[config.mk]
export PLATFORM = sky130hd
export DESIGN_NAME = wiper_device_flat
export DESIGN_NICKNAME = d
export VERILOG_FILES = /design/src/rtl/wiper_link_pkg.sv /design/src/rtl/wiper_link_if.sv /design/src/rtl/wiper_device.sv /design/src/flat_wrapper.sv
export SDC_FILE = /design/constraint.sdc
export NUM_CORES = 1
export LEC_CHECK = 0
export BUFFER_PORTS_ARGS = -buffer_cell sky130_fd_sc_hd__clkbuf_2
export CAP_MARGIN = 20
export CORE_ASPECT_RATIO = 0.8
export CORE_MARGIN = 4
export CORE_UTILIZATION = 60
export DETAILED_ROUTE_END_ITERATION = 10
export PLACE_DENSITY = 0.78
export SLEW_MARGIN = 20
export SYNTH_ARGS = -nofsm -noshare
export SYNTH_HDL_FRONTEND = slang
export SYNTH_SLANG_ARGS = --single-unit
[constraint.sdc]
create_clock -name mclk_i -period 3.6 [get_ports mclk_i]
set_input_delay 0.36 -clock mclk_i [delete_from_list [all_inputs] [get_ports mclk_i]]
set_output_delay 0.36 -clock mclk_i [all_outputs]
set_load 0.05 [all_outputs]
[src/rtl/wiper_link_pkg.sv]
// Purpose: Shared constants for the dual wiper serial link
// Assumes: 25 MHz system clock on both ends
// Notes:   Link clock is sampled, never used as a clock
package wiper_link_pkg;
    localparam int           DATA_W        = 8;
    localparam int           FRAME_BITS    = 11;
    localparam logic [3:0]   FRAME_BITS_C  = 4'hb;
    localparam logic [3:0]   ADDR0_POS     = 4'h1;
    localparam logic [3:0]   DATA_POS      = 4'h3;
    localparam logic         START_VAL     = 1'b1;
    localparam logic         ADDR0_WIPER1  = 1'b0;
    localparam logic         ADDR0_WIPER2  = 1'b1;
    localparam logic         ADDR1_VAL     = 1'b0;
    localparam logic [1:0]   DISCARD_CLKS  = 2'h2;
    localparam logic [1:0]   IDLE_CLKS     = 2'h2;
    localparam logic [7:0]   NV_RESET1     = 8'h80;
    localparam logic [7:0]   NV_RESET2     = 8'h80;
    localparam int           CLK_MHZ       = 25;
    localparam int           CLK_NS        = 40;
    localparam int           BUSY_US       = 5000;
    localparam int           BUSY_CYCLES   = BUSY_US * CLK_MHZ;
    localparam int           SCLK_HALF_NS  = 600;
    localparam int           SCLK_HALF_CYC = (SCLK_HALF_NS + CLK_NS - 1) / CLK_NS;
    localparam logic [5:0]   SCLK_HALF_C   = 6'(SCLK_HALF_CYC);
    localparam int           STORE_REQUEST_SETUP_NS = 150;
    localparam int           BUSY_W        = 20;
endpackage : wiper_link_pkg

[src/rtl/wiper_link_if.sv]
// Purpose: Pins between host and wiper device
// Assumes: Only the device drives serial out; the host reads it through a two-flop synchronizer
// Notes:   Enable high while the device drives serial out
`timescale 1ns/1ps
interface wiper_link_if;
    logic select;
    logic sclk;
    logic serial_in;
    logic store_request;
    logic serial_out;
    logic serial_out_oe;
    logic store_done_flag;
    modport device_mp (input select, sclk, serial_in, store_request,
                       output serial_out, serial_out_oe, store_done_flag);
    modport host_mp   (output select, sclk, serial_in, store_request,
                       input serial_out, serial_out_oe, store_done_flag);
endinterface : wiper_link_if

[src/rtl/wiper_device.sv]
// Purpose: Dual 8-bit wiper device with nonvolatile store, serial control
// Assumes: Link clock is far slower than mclk_i and sampled twice
// Notes:   Busy time is a parameter so simulation can shorten it
`timescale 1ns/1ps
module wiper_device
    import wiper_link_pkg::*;
#(
    parameter logic [BUSY_W-1:0] BUSY_CNT = BUSY_W'(BUSY_CYCLES)
)(
    input  wire logic              mclk_i,
    input  wire logic              rstn_i,
    input  wire logic              supply_low_i,
    wiper_link_if.device_mp        link,
    output logic [DATA_W-1:0]      wiper_output_one_o,
    output logic [DATA_W-1:0]      wiper_output_two_o
);
    // ************************************************************
    // State
    // ************************************************************
    typedef enum logic [3:0]
    {
        ST_IDLE  = 4'h1,
        ST_SHIFT = 4'h2,
        ST_HOLD  = 4'h4,
        ST_BUSY  = 4'h8
    } dev_state_t;

    typedef struct packed {
        logic [1:0]        sel_s;
        logic [1:0]        clk_s;
        logic [1:0]        din_s;
        logic [1:0]        req_s;
        logic [1:0]        low_s;
        logic              clk_prev;
        logic              sel_prev;
        dev_state_t        st;
        logic [3:0]        bit_cnt;
        logic              addr0;
        logic [DATA_W-1:0] shift_in;
        logic [DATA_W-1:0] shift_out;
        logic [1:0]        hold_cnt;
        logic              store_seen;
        logic [DATA_W-1:0] store_request_data;
        logic              store_request_addr;
        logic [BUSY_W-1:0] busy_cnt;
        logic [DATA_W-1:0] nv1;
        logic [DATA_W-1:0] nv2;
        logic [DATA_W-1:0] w1;
        logic [DATA_W-1:0] w2;
        logic              dout;
        logic              dout_oe;
        logic              done_flag;
    } dev_reg_t;

    dev_reg_t q;
    dev_reg_t d;

    logic sel;
    logic rise;
    logic sel_fall;

    assign sel      = q.sel_s[1];
    assign rise     = q.clk_s[1] & ~q.clk_prev;
    assign sel_fall = q.sel_prev & ~sel;

    // ************************************************************
    // Next state
    // ************************************************************
    always_comb
    begin
        d          = q;
        d.sel_s    = {q.sel_s[0], link.select};
        d.clk_s    = {q.clk_s[0], link.sclk};
        d.din_s    = {q.din_s[0], link.serial_in};
        d.req_s    = {q.req_s[0], link.store_request};
        d.low_s    = {q.low_s[0], supply_low_i};
        d.clk_prev = q.clk_s[1];
        d.sel_prev = sel;
        d.dout_oe  = sel && (q.st != ST_BUSY);
        if (q.req_s[1] && q.st != ST_IDLE && q.st != ST_BUSY)
        begin
            d.store_seen = 1'b1;
        end
        case (q.st)
            ST_IDLE:
            begin
                if (sel && rise && q.din_s[1] == START_VAL)
                begin
                    d.st         = ST_SHIFT;
                    d.bit_cnt    = 4'h1;
                    d.store_seen = q.req_s[1];
                end
            end
            ST_SHIFT:
            begin
                if (!sel)
                begin
                    d.st = ST_IDLE;
                end
                else if (rise)
                begin
                    d.bit_cnt = q.bit_cnt + 4'h1;
                    if (q.bit_cnt == ADDR0_POS)
                    begin
                        d.addr0     = q.din_s[1];
                        d.shift_out = (q.din_s[1] == ADDR0_WIPER2) ? q.w2 : q.w1;
                    end
                    if (q.bit_cnt >= DATA_POS)
                    begin
                        d.shift_in = {q.din_s[1], q.shift_in[DATA_W-1:1]};
                        d.dout      = q.shift_out[0];
                        d.shift_out = {1'b0, q.shift_out[DATA_W-1:1]};
                    end
                    if (q.bit_cnt == FRAME_BITS_C - 4'h1)
                    begin
                        d.st        = ST_HOLD;
                        d.hold_cnt  = 2'h0;
                        d.store_request_data = {q.din_s[1], q.shift_in[DATA_W-1:1]};
                        d.store_request_addr = q.addr0;
                    end
                end
            end
            ST_HOLD:
            begin
                if (q.hold_cnt == 2'h0)
                begin
                    // Output moves one cycle after the last data bit
                    if (q.store_request_addr == ADDR0_WIPER2)
                        d.w2 = q.store_request_data;
                    else
                        d.w1 = q.store_request_data;
                    d.hold_cnt = 2'h1;
                end
                else if (rise || !sel)
                begin
                    d.hold_cnt = q.hold_cnt + 2'h1;
                    if (q.hold_cnt + 2'h1 > DISCARD_CLKS)
                    begin
                        if (q.store_seen && !q.low_s[1])
                        begin
                            d.st        = ST_BUSY;
                            d.busy_cnt  = BUSY_CNT;
                            d.done_flag = 1'b0;
                        end
                        else
                        begin
                            d.st = ST_IDLE;
                        end
                        d.store_seen = 1'b0;
                    end
                end
            end
            ST_BUSY:
            begin
                // Clock and data are ignored until commit; a select fall still reloads the wipers
                if (q.busy_cnt <= BUSY_W'(1))
                begin
                    if (q.store_request_addr == ADDR0_WIPER2)
                        d.nv2 = q.store_request_data;
                    else
                        d.nv1 = q.store_request_data;
                    d.done_flag = 1'b1;
                    d.st        = ST_IDLE;
                end
                else
                begin
                    d.busy_cnt = q.busy_cnt - BUSY_W'(1);
                end
            end
            default:
            begin
                d.st = ST_IDLE;
            end
        endcase
        if (sel_fall)
        begin
            d.w1 = (d.st == ST_BUSY && q.store_request_addr == ADDR0_WIPER1) ? q.store_request_data : d.nv1;
            d.w2 = (d.st == ST_BUSY && q.store_request_addr == ADDR0_WIPER2) ? q.store_request_data : d.nv2;
            if (d.st != ST_BUSY)
            begin
                d.st = ST_IDLE;
            end
        end
    end

    // ************************************************************
    // Registers
    // ************************************************************
    always_ff @(posedge mclk_i or negedge rstn_i)
    begin
        if (!rstn_i)
        begin
            q           <= '0;
            q.st        <= ST_IDLE;
            q.nv1       <= NV_RESET1;
            q.nv2       <= NV_RESET2;
            q.w1        <= NV_RESET1;
            q.w2        <= NV_RESET2;
            q.done_flag <= 1'b1;
        end
        else
        begin
            q <= d;
        end
    end

    assign link.serial_out      = q.dout;
    assign link.serial_out_oe   = q.dout_oe;
    assign link.store_done_flag = q.done_flag;
    assign wiper_output_one_o   = q.w1;
    assign wiper_output_two_o   = q.w2;
endmodule : wiper_device

[src/flat_wrapper.sv]
// flat-port wrapper written by rule: the top's interface ports become plain ports
module wiper_device_flat import wiper_link_pkg::*;
#(
    parameter logic [BUSY_W-1:0] BUSY_CNT = BUSY_W'(BUSY_CYCLES)
)
  (mclk_i, rstn_i, supply_low_i, wiper_output_one_o, wiper_output_two_o, link_select, link_sclk, link_serial_in, link_store_request, link_serial_out, link_serial_out_oe, link_store_done_flag);
  wiper_link_if link_i ();
  input  wire logic mclk_i;
  input  wire logic rstn_i;
  input  wire logic supply_low_i;
  output logic [DATA_W-1:0] wiper_output_one_o;
  output logic [DATA_W-1:0] wiper_output_two_o;
  input wire logic [$bits(link_i.select)-1:0] link_select;
  input wire logic [$bits(link_i.sclk)-1:0] link_sclk;
  input wire logic [$bits(link_i.serial_in)-1:0] link_serial_in;
  input wire logic [$bits(link_i.store_request)-1:0] link_store_request;
  output wire logic [$bits(link_i.serial_out)-1:0] link_serial_out;
  output wire logic [$bits(link_i.serial_out_oe)-1:0] link_serial_out_oe;
  output wire logic [$bits(link_i.store_done_flag)-1:0] link_store_done_flag;
  assign link_i.select = link_select;
  assign link_i.sclk = link_sclk;
  assign link_i.serial_in = link_serial_in;
  assign link_i.store_request = link_store_request;
  assign link_serial_out = link_i.serial_out;
  assign link_serial_out_oe = link_i.serial_out_oe;
  assign link_store_done_flag = link_i.store_done_flag;
  wiper_device #(.BUSY_CNT(BUSY_CNT)) u_core (.mclk_i(mclk_i), .rstn_i(rstn_i), .supply_low_i(supply_low_i), .link(link_i), .wiper_output_one_o(wiper_output_one_o), .wiper_output_two_o(wiper_output_two_o));
endmodule
# Yosys cells after proc, flatten, opt, wreduce, memory -nomap -nowiden
# Index checks and enable logic that the tools add are counted.
dict set report totals {
  out_inout_bits 19
  register_bits 104
  elab_cells 136
}
dict set report op_classes {
  n_eq_ne 22
  n_bitwise 5
  muxes 50
  magnitude_cmp 3
  reduce_logical 29
  n_addsub 3
}
# cell count
set ops {}
lappend ops {{20-bit two-way mux} 5}
lappend ops {{16-bit two-way mux} 6}
lappend ops {{8-bit two-way mux} 9}
lappend ops {{20-bit one-hot mux with 2 select lines} 1}
lappend ops {{4-bit two-way mux} 9}
lappend ops {{27-bit two-way mux} 1}
lappend ops {{23-bit two-way mux} 1}
lappend ops {{20-bit by 1-bit <= comparator with 1-bit output (second input constant)} 1}
lappend ops {{4-bit AND reduction} 5}
lappend ops {{20-bit by 1-bit subtractor with 20-bit output (second input constant)} 1}
lappend ops {{2-bit by 1-bit inequality test with 1-bit output (second input constant)} 8}
lappend ops {{4-bit one-hot mux with 4 select lines} 1}
lappend ops {{2-bit nonzero test} 7}
lappend ops {{4-bit == test (second input constant)} 3}
lappend ops {{6-bit AND reduction} 2}
lappend ops {{1-bit two-way mux} 10}
lappend ops {{4-bit by 1-bit == test with 1-bit output (second input constant)} 2}
lappend ops {{1-bit logical AND} 8}
lappend ops {{4-bit inequality test (second input constant)} 2}
lappend ops {{4-bit one-hot mux with 2 select lines} 1}
lappend ops {{2-bit inequality test (second input constant)} 3}
lappend ops {{3-bit AND reduction} 2}
lappend ops {{5-bit AND reduction} 1}
lappend ops {{4-bit by 1-bit adder with 4-bit output (second input constant)} 1}
lappend ops {{16 further kinds} 22}

# Logic depth before layout (Yosys ltp)
# Gate-level depths: netlist of run 1.
dict set report logic_depth {
  depth_word 11
  mapped_depth 9
  ltp_nobuf 7
}

# Least setup slack after synthesis of run 1
# OpenSTA, ideal clock, no wires.
dict set report synth_timing {
  path_kind {reg2reg}
  startpoint {register u_core.q[40] (netlist bit)}
  endpoint {register u_core.q[27] (netlist bit)}
  synth_period_minus_slack_ns 2.272
  t_required_ns 3.475
  setup_slack_ns 1.328
  t_arrival_ns 2.148
  setup_ns 0.125
  path_stages_with_launch 7
  path_cell_list {dfrtp_1 -> or4_1 -> nor3_1 -> and3_1 -> buf_4 -> nor3b_4 -> mux2_2}
}
# element line_no
set synth_lines {}
lappend synth_lines {{from (decl)} wiper_device.sv:55} ;# dev_reg_t q;

==> results of run 1 <==
==> Yosys cell counts (all sizes together), types with 7 or more instances <==
library cell  instances
nor2                 35
mux2                 49
o32ai                 9
xnor2                10
o21ai                11
nor4                  8
clkbuf                9
a21oi                10
nor3                  8
nor2b                 7
nand3                11
a2bb2oi               7
inv                  10
ha                    7
dfrtp                97
buf                  23
or4                   7
o22ai                 8
nand2                54
==> routing by layer <==
metal | part of all wire | wire (microns) | global-route usage
met4 | 0.020 | 196 | 0.0826
met5 | 0 | 0 | 0
met2 | 0.46 | 4580 | 0.352
met3 | 0.052 | 521 | 0.0664
met1 | 0.47 | 4700 | 0.317
==> power by group through the flow <==
stage | logic (mW) | registers (mW) | clock network (mW)
6_report | 0.148 | 1.20 | 0.876
3_3_place_gp | 0.146 | 1.23 | 0
5_1_grt | 0.163 | 1.21 | 0.943
3_5_place_dp | 0.149 | 1.23 | 0
2_1_floorplan | 0.112 | 1.22 | 0
4_1_cts | 0.150 | 1.20 | 0.896
==> through the flow <==
step                setup slack, ns   util  hold WS [ns]  cell area [sq um]  total power [mW]
global route                  0.825  0.683        0.0658               5190              2.31
finish                         1.05  0.683        0.0536               5190              2.23
CTS                            1.07  0.683        0.0710               5190              2.25
detailed placement             1.07  0.650         0.342               4940              1.38
floorplan                      1.33      -        0.0644               4830              1.33
global placement               1.08  0.650         0.332               4940              1.37
==> critical path: stages, from the launching register on <==
cell     delay (ns)
dfrtp_1        0.43
or4_1          0.60
nor3_1         0.29
and3_1         0.25
nor3b_4        0.48
mux2_2         0.39
==> sequential cells by signal (all words and copies together) (netlist names) <==
signal                       cells
u_core.q                        77
u_core.wiper_output_one_o        8
u_core.wiper_output_two_o        8
u_core.d                         7
u_core.link.serial_out           1
u_core.link.serial_out_oe        1
u_core.link.store_done_flag      1
==> cell type report <==
cell class	instances	share of cell area
flip-flops and latches	103	0.498
multi-input cells	288	0.390
repair buffers	30	0.0318
well taps	105	0.0253
clock inverters	7	0.0243
clock buffers	9	0.0238
inverters	10	0.00723
==> cell families (layout without fill, tap and decap cells) <==
group	count (synthesis)	after routing	synth area share
adder cells (fa/ha/maj)	7	7	0.0181
XOR/XNOR	11	11	0.0199
flip-flops	103	103	0.535
AO/OA/AOI/OAI	62	62	0.0880
buffers and inverters	42	56	0.0474
AND/OR/NAND/NOR	155	155	0.170
multiplexers	53	53	0.122
==> worst max-delay path by stage <==
| stage | from | end | slack, ns | cells past startpoint |
|---|---|---|---|---|
| after floorplan | u_core.q[40]$_DFFE_PN0P_ | u_core.q[27]$_DFF_PN0_ | 1.33 | 6 |
| after global placement | u_core.q[89]$_DFF_PN0_ | u_core.wiper_output_two_o[5]$_DFFE_PN0P_ | 1.08 | 6 |
| after detailed placement | u_core.q[89]$_DFF_PN0_ | u_core.wiper_output_two_o[5]$_DFFE_PN0P_ | 1.07 | 6 |
| after CTS | u_core.q[89]$_DFF_PN0_ | u_core.wiper_output_two_o[5]$_DFFE_PN0P_ | 1.07 | 6 |
| after global routing | u_core.q[89]$_DFF_PN0_ | u_core.wiper_output_two_o[5]$_DFFE_PN0P_ | 0.83 | 6 |
| final | u_core.q[40]$_DFFE_PN0P_ | u_core.q[29]$_DFF_PN0_ | 1.05 | 5 |
==> qor.csv, run 1 <==
metric;value;unit
via_count;3330;
drtIter0Drc;218;
ant_nets;0;
ys_ff_latch;103;
synth_edf_count;0;
htreeDepth;3;
ir_worst_vdd;0.348;mV
tightest_slew;1.02;ns
critPathArrivalTime;2.81;ns
r2r-start;u_core.q[40]$_DFFE_PN0P_;
rows;28;
syn_nets;447;
synth_cell_type_count;51;
overflow;0;
rr_worst_depth;5;
n_fill_cell;554;
synthDominantCellAreaShare;0.502;
grt_pass1_wl;16800;microns
required;3.86;ns
final_cells;552;
viasPerCell;6.03;
clkPwrFrac;0.393;
end_kind;flip-flop;
cts_resized;0;
cell_internal_pwr;1.70;mW
finalSetupTns;0;ns
cp-start-kind;flip-flop;
drt_wl_total;10000;microns
syn2layout_area_growth;7.45;%
power_frac_seq;0.540;
grt_pass1_vias;3328;
async_flop_share;1.00;
yosys.area.top_type;dfrtp_1;
syn_area_per_cell;11.2;sq um
finalCriticalPeriod;2.55;ns
drive_above_1_share;0.246;
drc;0;
leakagePower;2.46;nW
synth.yosys.seq_area_share;0.535;
antenna_found_initial;0;
gp_congestion;0.870;
initial_core_util;0.636;
diodes;0;
cts_tree;yes;
drv_cap;0;
cts_buffers;9;
grt_max_degree;62;
setup_viol;0;
dp.cells;536;
cts-root-buf;clkbuf_8;
cts.sinks;103;
r2r_slack;1.05;ns
fp.dieArea;9570;sq um
io_buffers;25;
crit_fanout;8;
finalHoldViolations;0;
most-common-layout-cells;dfrtp_1, nand2_1, mux2_2;
p_switching;533;uW
post_cts_buffers;0;
dr.pass1.iters;5;
multi_input_area;2030;sq um
dpl.hpwl;6980;microns
clkLatencyLatePin;0.37;ns
rsz0062_at_grt;no;
wl_per_cell;18.1;microns
min_path_type;in -> async;
p_comb_frac;0.066;
drv_slew;0;
dominantRegCellSynth;dfrtp_1;
area.sequential;2580;sq um
skew;0.00903;ns
io-pin-count;26;
timing.rr.end;u_core.q[29]$_DFF_PN0_;
synth.area.top_cells;dfrtp_1, mux2_2, nand2_1, dfstp_2, buf_4;
core_area;7600;sq um
critical_path_class;reg -> reg;
die_h;88.3;microns
powerDensity;429;nW/um^2
hold_buffers;0;
nets;456;
grt.total_usage;0.229;
final_common_cell;dfrtp_1;
clock.fmax;392;MHz
fp.dieW;108;microns
syn-cell-area;4830;sq um
path_clk_slew;0.09;ns
clock_path_buffers;2;
switching_share;0.239;
synth_cells;433;
maxSlewHeadroom;0.318;
timing.final.crit_share;0.708;
outcome;finished, final reports clean;
ys_warn_count;0;
(Power assumes the default switching activity.)
==> inputs of run 2 (changes only) <==
==> constraint.sdc (replaced) <==
create_clock -name mclk_i -period 2.5 [get_ports mclk_i]
set_input_delay 0.25 -clock mclk_i [delete_from_list [all_inputs] [get_ports mclk_i]]
set_output_delay 0.25 -clock mclk_i [all_outputs]
set_load 0.05 [all_outputs]
==> qor.csv, run 2 (synthesis gave the netlist of run 1 again) <==
metric;value;unit;change
nets;470;;+3.1%
gp_congestion;0.852;;-2.1%
io-pin-count;26;;unchanged
via_count;3346;;+0.48%
dpl-instance-area;5010;sq um;+1.5%
antenna_found_initial;0;;unchanged
cts_tree;yes;;
dp.cells;544;;+1.5%
cts_buffers;9;;unchanged
die_h;88.3;microns;unchanged
grt_pass1_vias;3206;;-3.7%
grt.total_usage;0.221;;-0.00808
core_area;7600;sq um;unchanged
syn2layout_area_growth;9.06;%;
clock_path_buffers;2;;unchanged
fin_area;5270;sq um;+1.5%
drtIter0Drc;265;;+22%
dpl.hpwl;6470;microns;-7.4%
cts-root-buf;clkbuf_8;;
drv_slew;0;;unchanged
crit_fanout;8;;unchanged
post_cts_buffers;0;;unchanged
setup_viol;0;;unchanged
power;3.00;mW;+35%
tightest_slew;0.633;ns;-0.383 ns
largest_reg_flops;77;;unchanged
clock.fmax;414;MHz;+5.6%
ant_nets;0;;unchanged
path_clk_slew;0.09;ns;about the same
diodes;0;;unchanged
critPathMaxStageDelay;0.59;ns;about the same
finalWorstSetupSlack;0.0857;ns;-0.965 ns
clkLatencyLatePin;0.38;ns;about the same
skew;0.0137;ns;+0.00462 ns
finalCriticalPeriod;2.41;ns;-0.135 ns
grt_pass1_wl;16100;microns;-3.7%
outcome;finished, final reports clean;;
ir_worst_vdd;0.437;mV;+26%
viasPerCell;5.91;;-2.0%
maxSlewHeadroom;0.577;;+0.260
initial_core_util;0.636;;unchanged
pre_cts_ws;0.112;ns;-0.958 ns
finalHoldViolations;0;;unchanged
end_kind;flip-flop;;
htreeDepth;3;;unchanged
final_cells;566;;+2.5%
rsz0062_at_grt;no;;
dr.pass1.iters;4;;-1
overflow;0;;unchanged
crit_chain;or4_1 -> nor3_1 -> and3_1 -> nor3b_4 -> buf_4 -> mux2_2;;
fp.dieArea;9570;sq um;unchanged
drt_wl_total;9580;microns;-4.2%
drc;0;;unchanged
fp.dieW;108;microns;unchanged
whs;0.363;ns;+0.310 ns
critPathTopFamily;simple AND/OR/NAND/NOR gates;;
leakagePower;2.50;nW;+1.8%
most-common-layout-cells;dfrtp_1, nand2_1, mux2_2;;
finalSetupTns;0;ns;unchanged
crit_buf_inv;1;;+1
wl_per_cell;16.9;microns;-6.6%
critical_path_class;reg -> reg;;
cp_slowest_cell;or4_1;;
cp-start-kind;flip-flop;;
n_fill_cell;595;;+7.4%
powerDensity;570;nW/um^2;+33%
drive_above_1_share;0.254;;+0.00771
top_register;u_core.q;;
post-route-util;0.694;;+0.0102
drv_cap;0;;unchanged
min_path_type;reg -> reg;;
cts.sinks;103;;unchanged
critPathArrivalTime;2.67;ns;-0.14 ns
rows;28;;unchanged
final_common_cell;dfrtp_1;;
required;2.76;ns;-1.10 ns
io_buffers;25;;unchanged
timing.final.crit_share;0.966;;+0.258
grt_max_degree;67;;+8.1%
==> run 2: path summary, 6_finish.rpt <==
path,slack [ns],start,depth (start not counted),end
min in group asynchronous,0.38,rstn_i,2,u_core.d[101]$_DFF_PN0_
min,0.36,u_core.d[99]$_DFF_PN0_,0,u_core.q[99]$_DFF_PN0_
max,0.09,u_core.q[40]$_DFFE_PN0P_,6,u_core.q[31]$_DFF_PN0_
max in group asynchronous,1.38,rstn_i,3,u_core.q[34]$_DFF_PN1_
max reg2reg,0.09,u_core.q[40]$_DFFE_PN0P_,6,u_core.q[31]$_DFF_PN0_
min reg2reg,0.36,u_core.d[99]$_DFF_PN0_,0,u_core.q[99]$_DFF_PN0_
==> run 2: final cells by class <==
class	instances	area (sq um)	area share
flip-flops and latches	103	2580	0.490
multi-input cells	288	2030	0.384
repair buffers	44	298	0.0565
well taps	105	131	0.0249
clock buffers	10	128	0.0242
clock inverters	6	66.3	0.0126
inverters	10	37.5	0.00712
==> run 2: power by group <==
group	leakage (nW)	internal, mW	switching (mW)	total (mW)
Sequential	1.37	1.70	0.0312	1.73
Clock	0.101	0.471	0.579	1.05
Combinational	1.04	0.0689	0.152	0.221
Total	2.50	2.24	0.762	3.00
==> run 2: timing repair <==
action                                  4_1_cts  5_1_grt
hold buffers                                  6        0
resized for setup                             0        1
endpoints found under the setup margin        0        7
endpoints found under the hold margin        40        0
==> run 2: metal layers <==
metal  global-route usage  up-vias  wire (microns)
met3               0.0489       14             441
li1                     -     1580               -
met1                0.330     1685            4690
met5                    0        -               0
met4               0.0734        0             130
met2                0.326       67            4310
==> inputs of run 3 (changes only) <==
--- a/config.mk
+++ b/config.mk
@@ -7,11 +7,13 @@
 export LEC_CHECK = 0
 export BUFFER_PORTS_ARGS = -buffer_cell sky130_fd_sc_hd__clkbuf_2
 export CAP_MARGIN = 20
+export CELL_PAD_IN_SITES_DETAIL_PLACEMENT = 1
+export CELL_PAD_IN_SITES_GLOBAL_PLACEMENT = 1
 export CORE_ASPECT_RATIO = 0.8
 export CORE_MARGIN = 4
-export CORE_UTILIZATION = 60
+export CORE_UTILIZATION = 49
 export DETAILED_ROUTE_END_ITERATION = 10
-export PLACE_DENSITY = 0.78
+export PLACE_DENSITY_LB_ADDON = 0.1
 export SLEW_MARGIN = 20
 export SYNTH_ARGS = -nofsm -noshare
 export SYNTH_HDL_FRONTEND = slang
==> qor.csv, run 3 (synthesis gave the netlist of run 1 again) <==
metric;value;unit;change
dpl-instance-area;5100;sq um;+1.8%
rows;32;;+14%
required;2.73;ns;-0.03 ns
maxSlewHeadroom;0.555;;-0.0221
tightest_slew;0.666;ns;+0.0330 ns
setup_viol;0;;unchanged
io_buffers;25;;unchanged
timing.rr.end;u_core.q[21]$_DFF_PN0_;;
cts_tree;yes;;
nets;477;;+1.5%
clock.fmax;441;MHz;+6.4%
drive_above_1_share;0.269;;+0.0154
cts-root-buf;clkbuf_16;;
finalHoldViolations;0;;unchanged
wl_per_cell;18.9;microns;+12%
htreeDepth;3;;unchanged
final_cells;604;;+6.7%
end_kind;flip-flop;;
dp.cells;582;;+7.0%
critPathArrivalTime;2.50;ns;-0.17 ns
cts_buffers;9;;unchanged
path_clk_slew;0.07;ns;-0.02 ns
clkLatencyLatePin;0.35;ns;-0.03 ns
syn2layout_area_growth;14.1;%;
top_register;u_core.q;;
initial_core_util;0.501;;-0.135
cp-start-kind;flip-flop;;
die_h;96.8;microns;+9.7%
dpl.hpwl;7810;microns;+21%
antenna_found_initial;0;;unchanged
grt_pass1_vias;3669;;+14%
grt.total_usage;0.212;;-0.00898
finalCriticalPeriod;2.27;ns;-0.146 ns
rsz0062_at_grt;no;;
drv_cap;0;;unchanged
clock_path_buffers;2;;unchanged
crit_fanout;15;;+7
r2r-start;u_core.q[39]$_DFFE_PN0P_;;
final_common_cell;dfrtp_1;;
largest_reg_flops;77;;unchanged
cts.sinks;103;;unchanged
drt_wl_total;11400;microns;+19%
core_area;9650;sq um;+27%
grt_pass1_wl;19600;microns;+21%
leakagePower;2.60;nW;+3.6%
r2r_slack;0.23;ns;+0.15 ns
rr_worst_depth;6;;unchanged
gp_congestion;0.782;;-8.2%
powerDensity;636;nW/um^2;+12%
ir_worst_vdd;0.325;mV;-26%
diodes;0;;unchanged
min_path_type;in -> reg;;
critical_path_class;reg -> reg;;
fp.dieW;119;microns;+9.9%
most-common-layout-cells;dfrtp_1, nand2_1, mux2_2;;
io-pin-count;26;;unchanged
outcome;finished, final reports clean;;
power;3.51;mW;+17%
finalSetupTns;0;ns;unchanged
ant_nets;0;;unchanged
via_count;3384;;+1.1%
crit_end;u_core.q[21]$_DFF_PN0_;;
drtIter0Drc;216;;-18%
viasPerCell;5.60;;-5.2%
timing.final.crit_share;0.907;;-0.0585
grt_max_degree;52;;-22%
fin_area;5520;sq um;+4.6%
drc;0;;unchanged
skew;0.0111;ns;-0.00253 ns
critPathLaunch;u_core.q[39]$_DFFE_PN0P_;;
drv_slew;0;;unchanged
overflow;0;;unchanged
fp.dieArea;11500;sq um;+21%
dr.pass1.iters;4;;unchanged
## run 3: how the worst min path moves through the flow
stage	start	end	cells past startpoint
final	link_sclk	u_core.d[101]$_DFF_PN0_	1
after global routing	link_sclk	u_core.d[101]$_DFF_PN0_	1
after CTS	link_sclk	u_core.d[101]$_DFF_PN0_	1
after detailed placement	rstn_i	u_core.q[64]$_DFF_PN0_	1
after global placement	rstn_i	u_core.q[64]$_DFF_PN0_	1
after floorplan	rstn_i	u_core.d[101]$_DFF_PN0_	0
## run 3: where the power goes
part / switching [mW] / leakage (nW) / total, mW / internal (mW)
Combinational: 0.162 / 1.07 / 0.233 / 0.0710
Sequential: 0.0285 / 1.37 / 1.73 / 1.70
Clock: 0.658 / 0.154 / 1.55 / 0.890
Total: 0.849 / 2.60 / 3.51 / 2.66
## run 3: area by class of cell
| cell class | count | area [sq um] |
|---|---|---|
| flip-flops and latches | 103 | 2580 |
| clock buffers | 9 | 225 |
| inverters | 10 | 37.5 |
| clock inverters | 7 | 104 |
| well taps | 136 | 170 |
| repair buffers | 51 | 360 |
| fillers | 1036 | 4130 |
| multi-input cells | 288 | 2030 |
## run 3: metrics by stage
step / setup slack (ns) / utilization / hold slack, ns
global placement: 0.197 / 0.529 / 0.326
finish: 0.232 / 0.572 / 0.0170
global route: 0.0819 / 0.572 / 0.00600
CTS: 0.121 / 0.568 / 0.00335
floorplan: 0.228 / - / -0.0456
detailed placement: 0.128 / 0.529 / 0.334
## run 3: repair_timing
action                                 CTS  global route
setup endpoints to repair                0            16
resized for setup                        0             2
hold buffers                             5             0
endpoints found under the hold margin   49             0
setup buffers                            0             1
## run 3: routing by layer
metal  vias up  part of all wire  GRT usage
met4         0            0.0086     0.0516
met2        43              0.46      0.325
met1      1733              0.49      0.304
li1       1600                 -          -
met3         8             0.042     0.0538
met5         -                 0          0
## run 3: worst max-delay path, cell delays in order (launching register included)
cell and delay [ns]:
dfrtp_1 0.42, or4_1 0.58, nor3_1 0.22, and3_1 0.23, buf_4 0.21, nand3_4 0.16, mux2_2 0.34
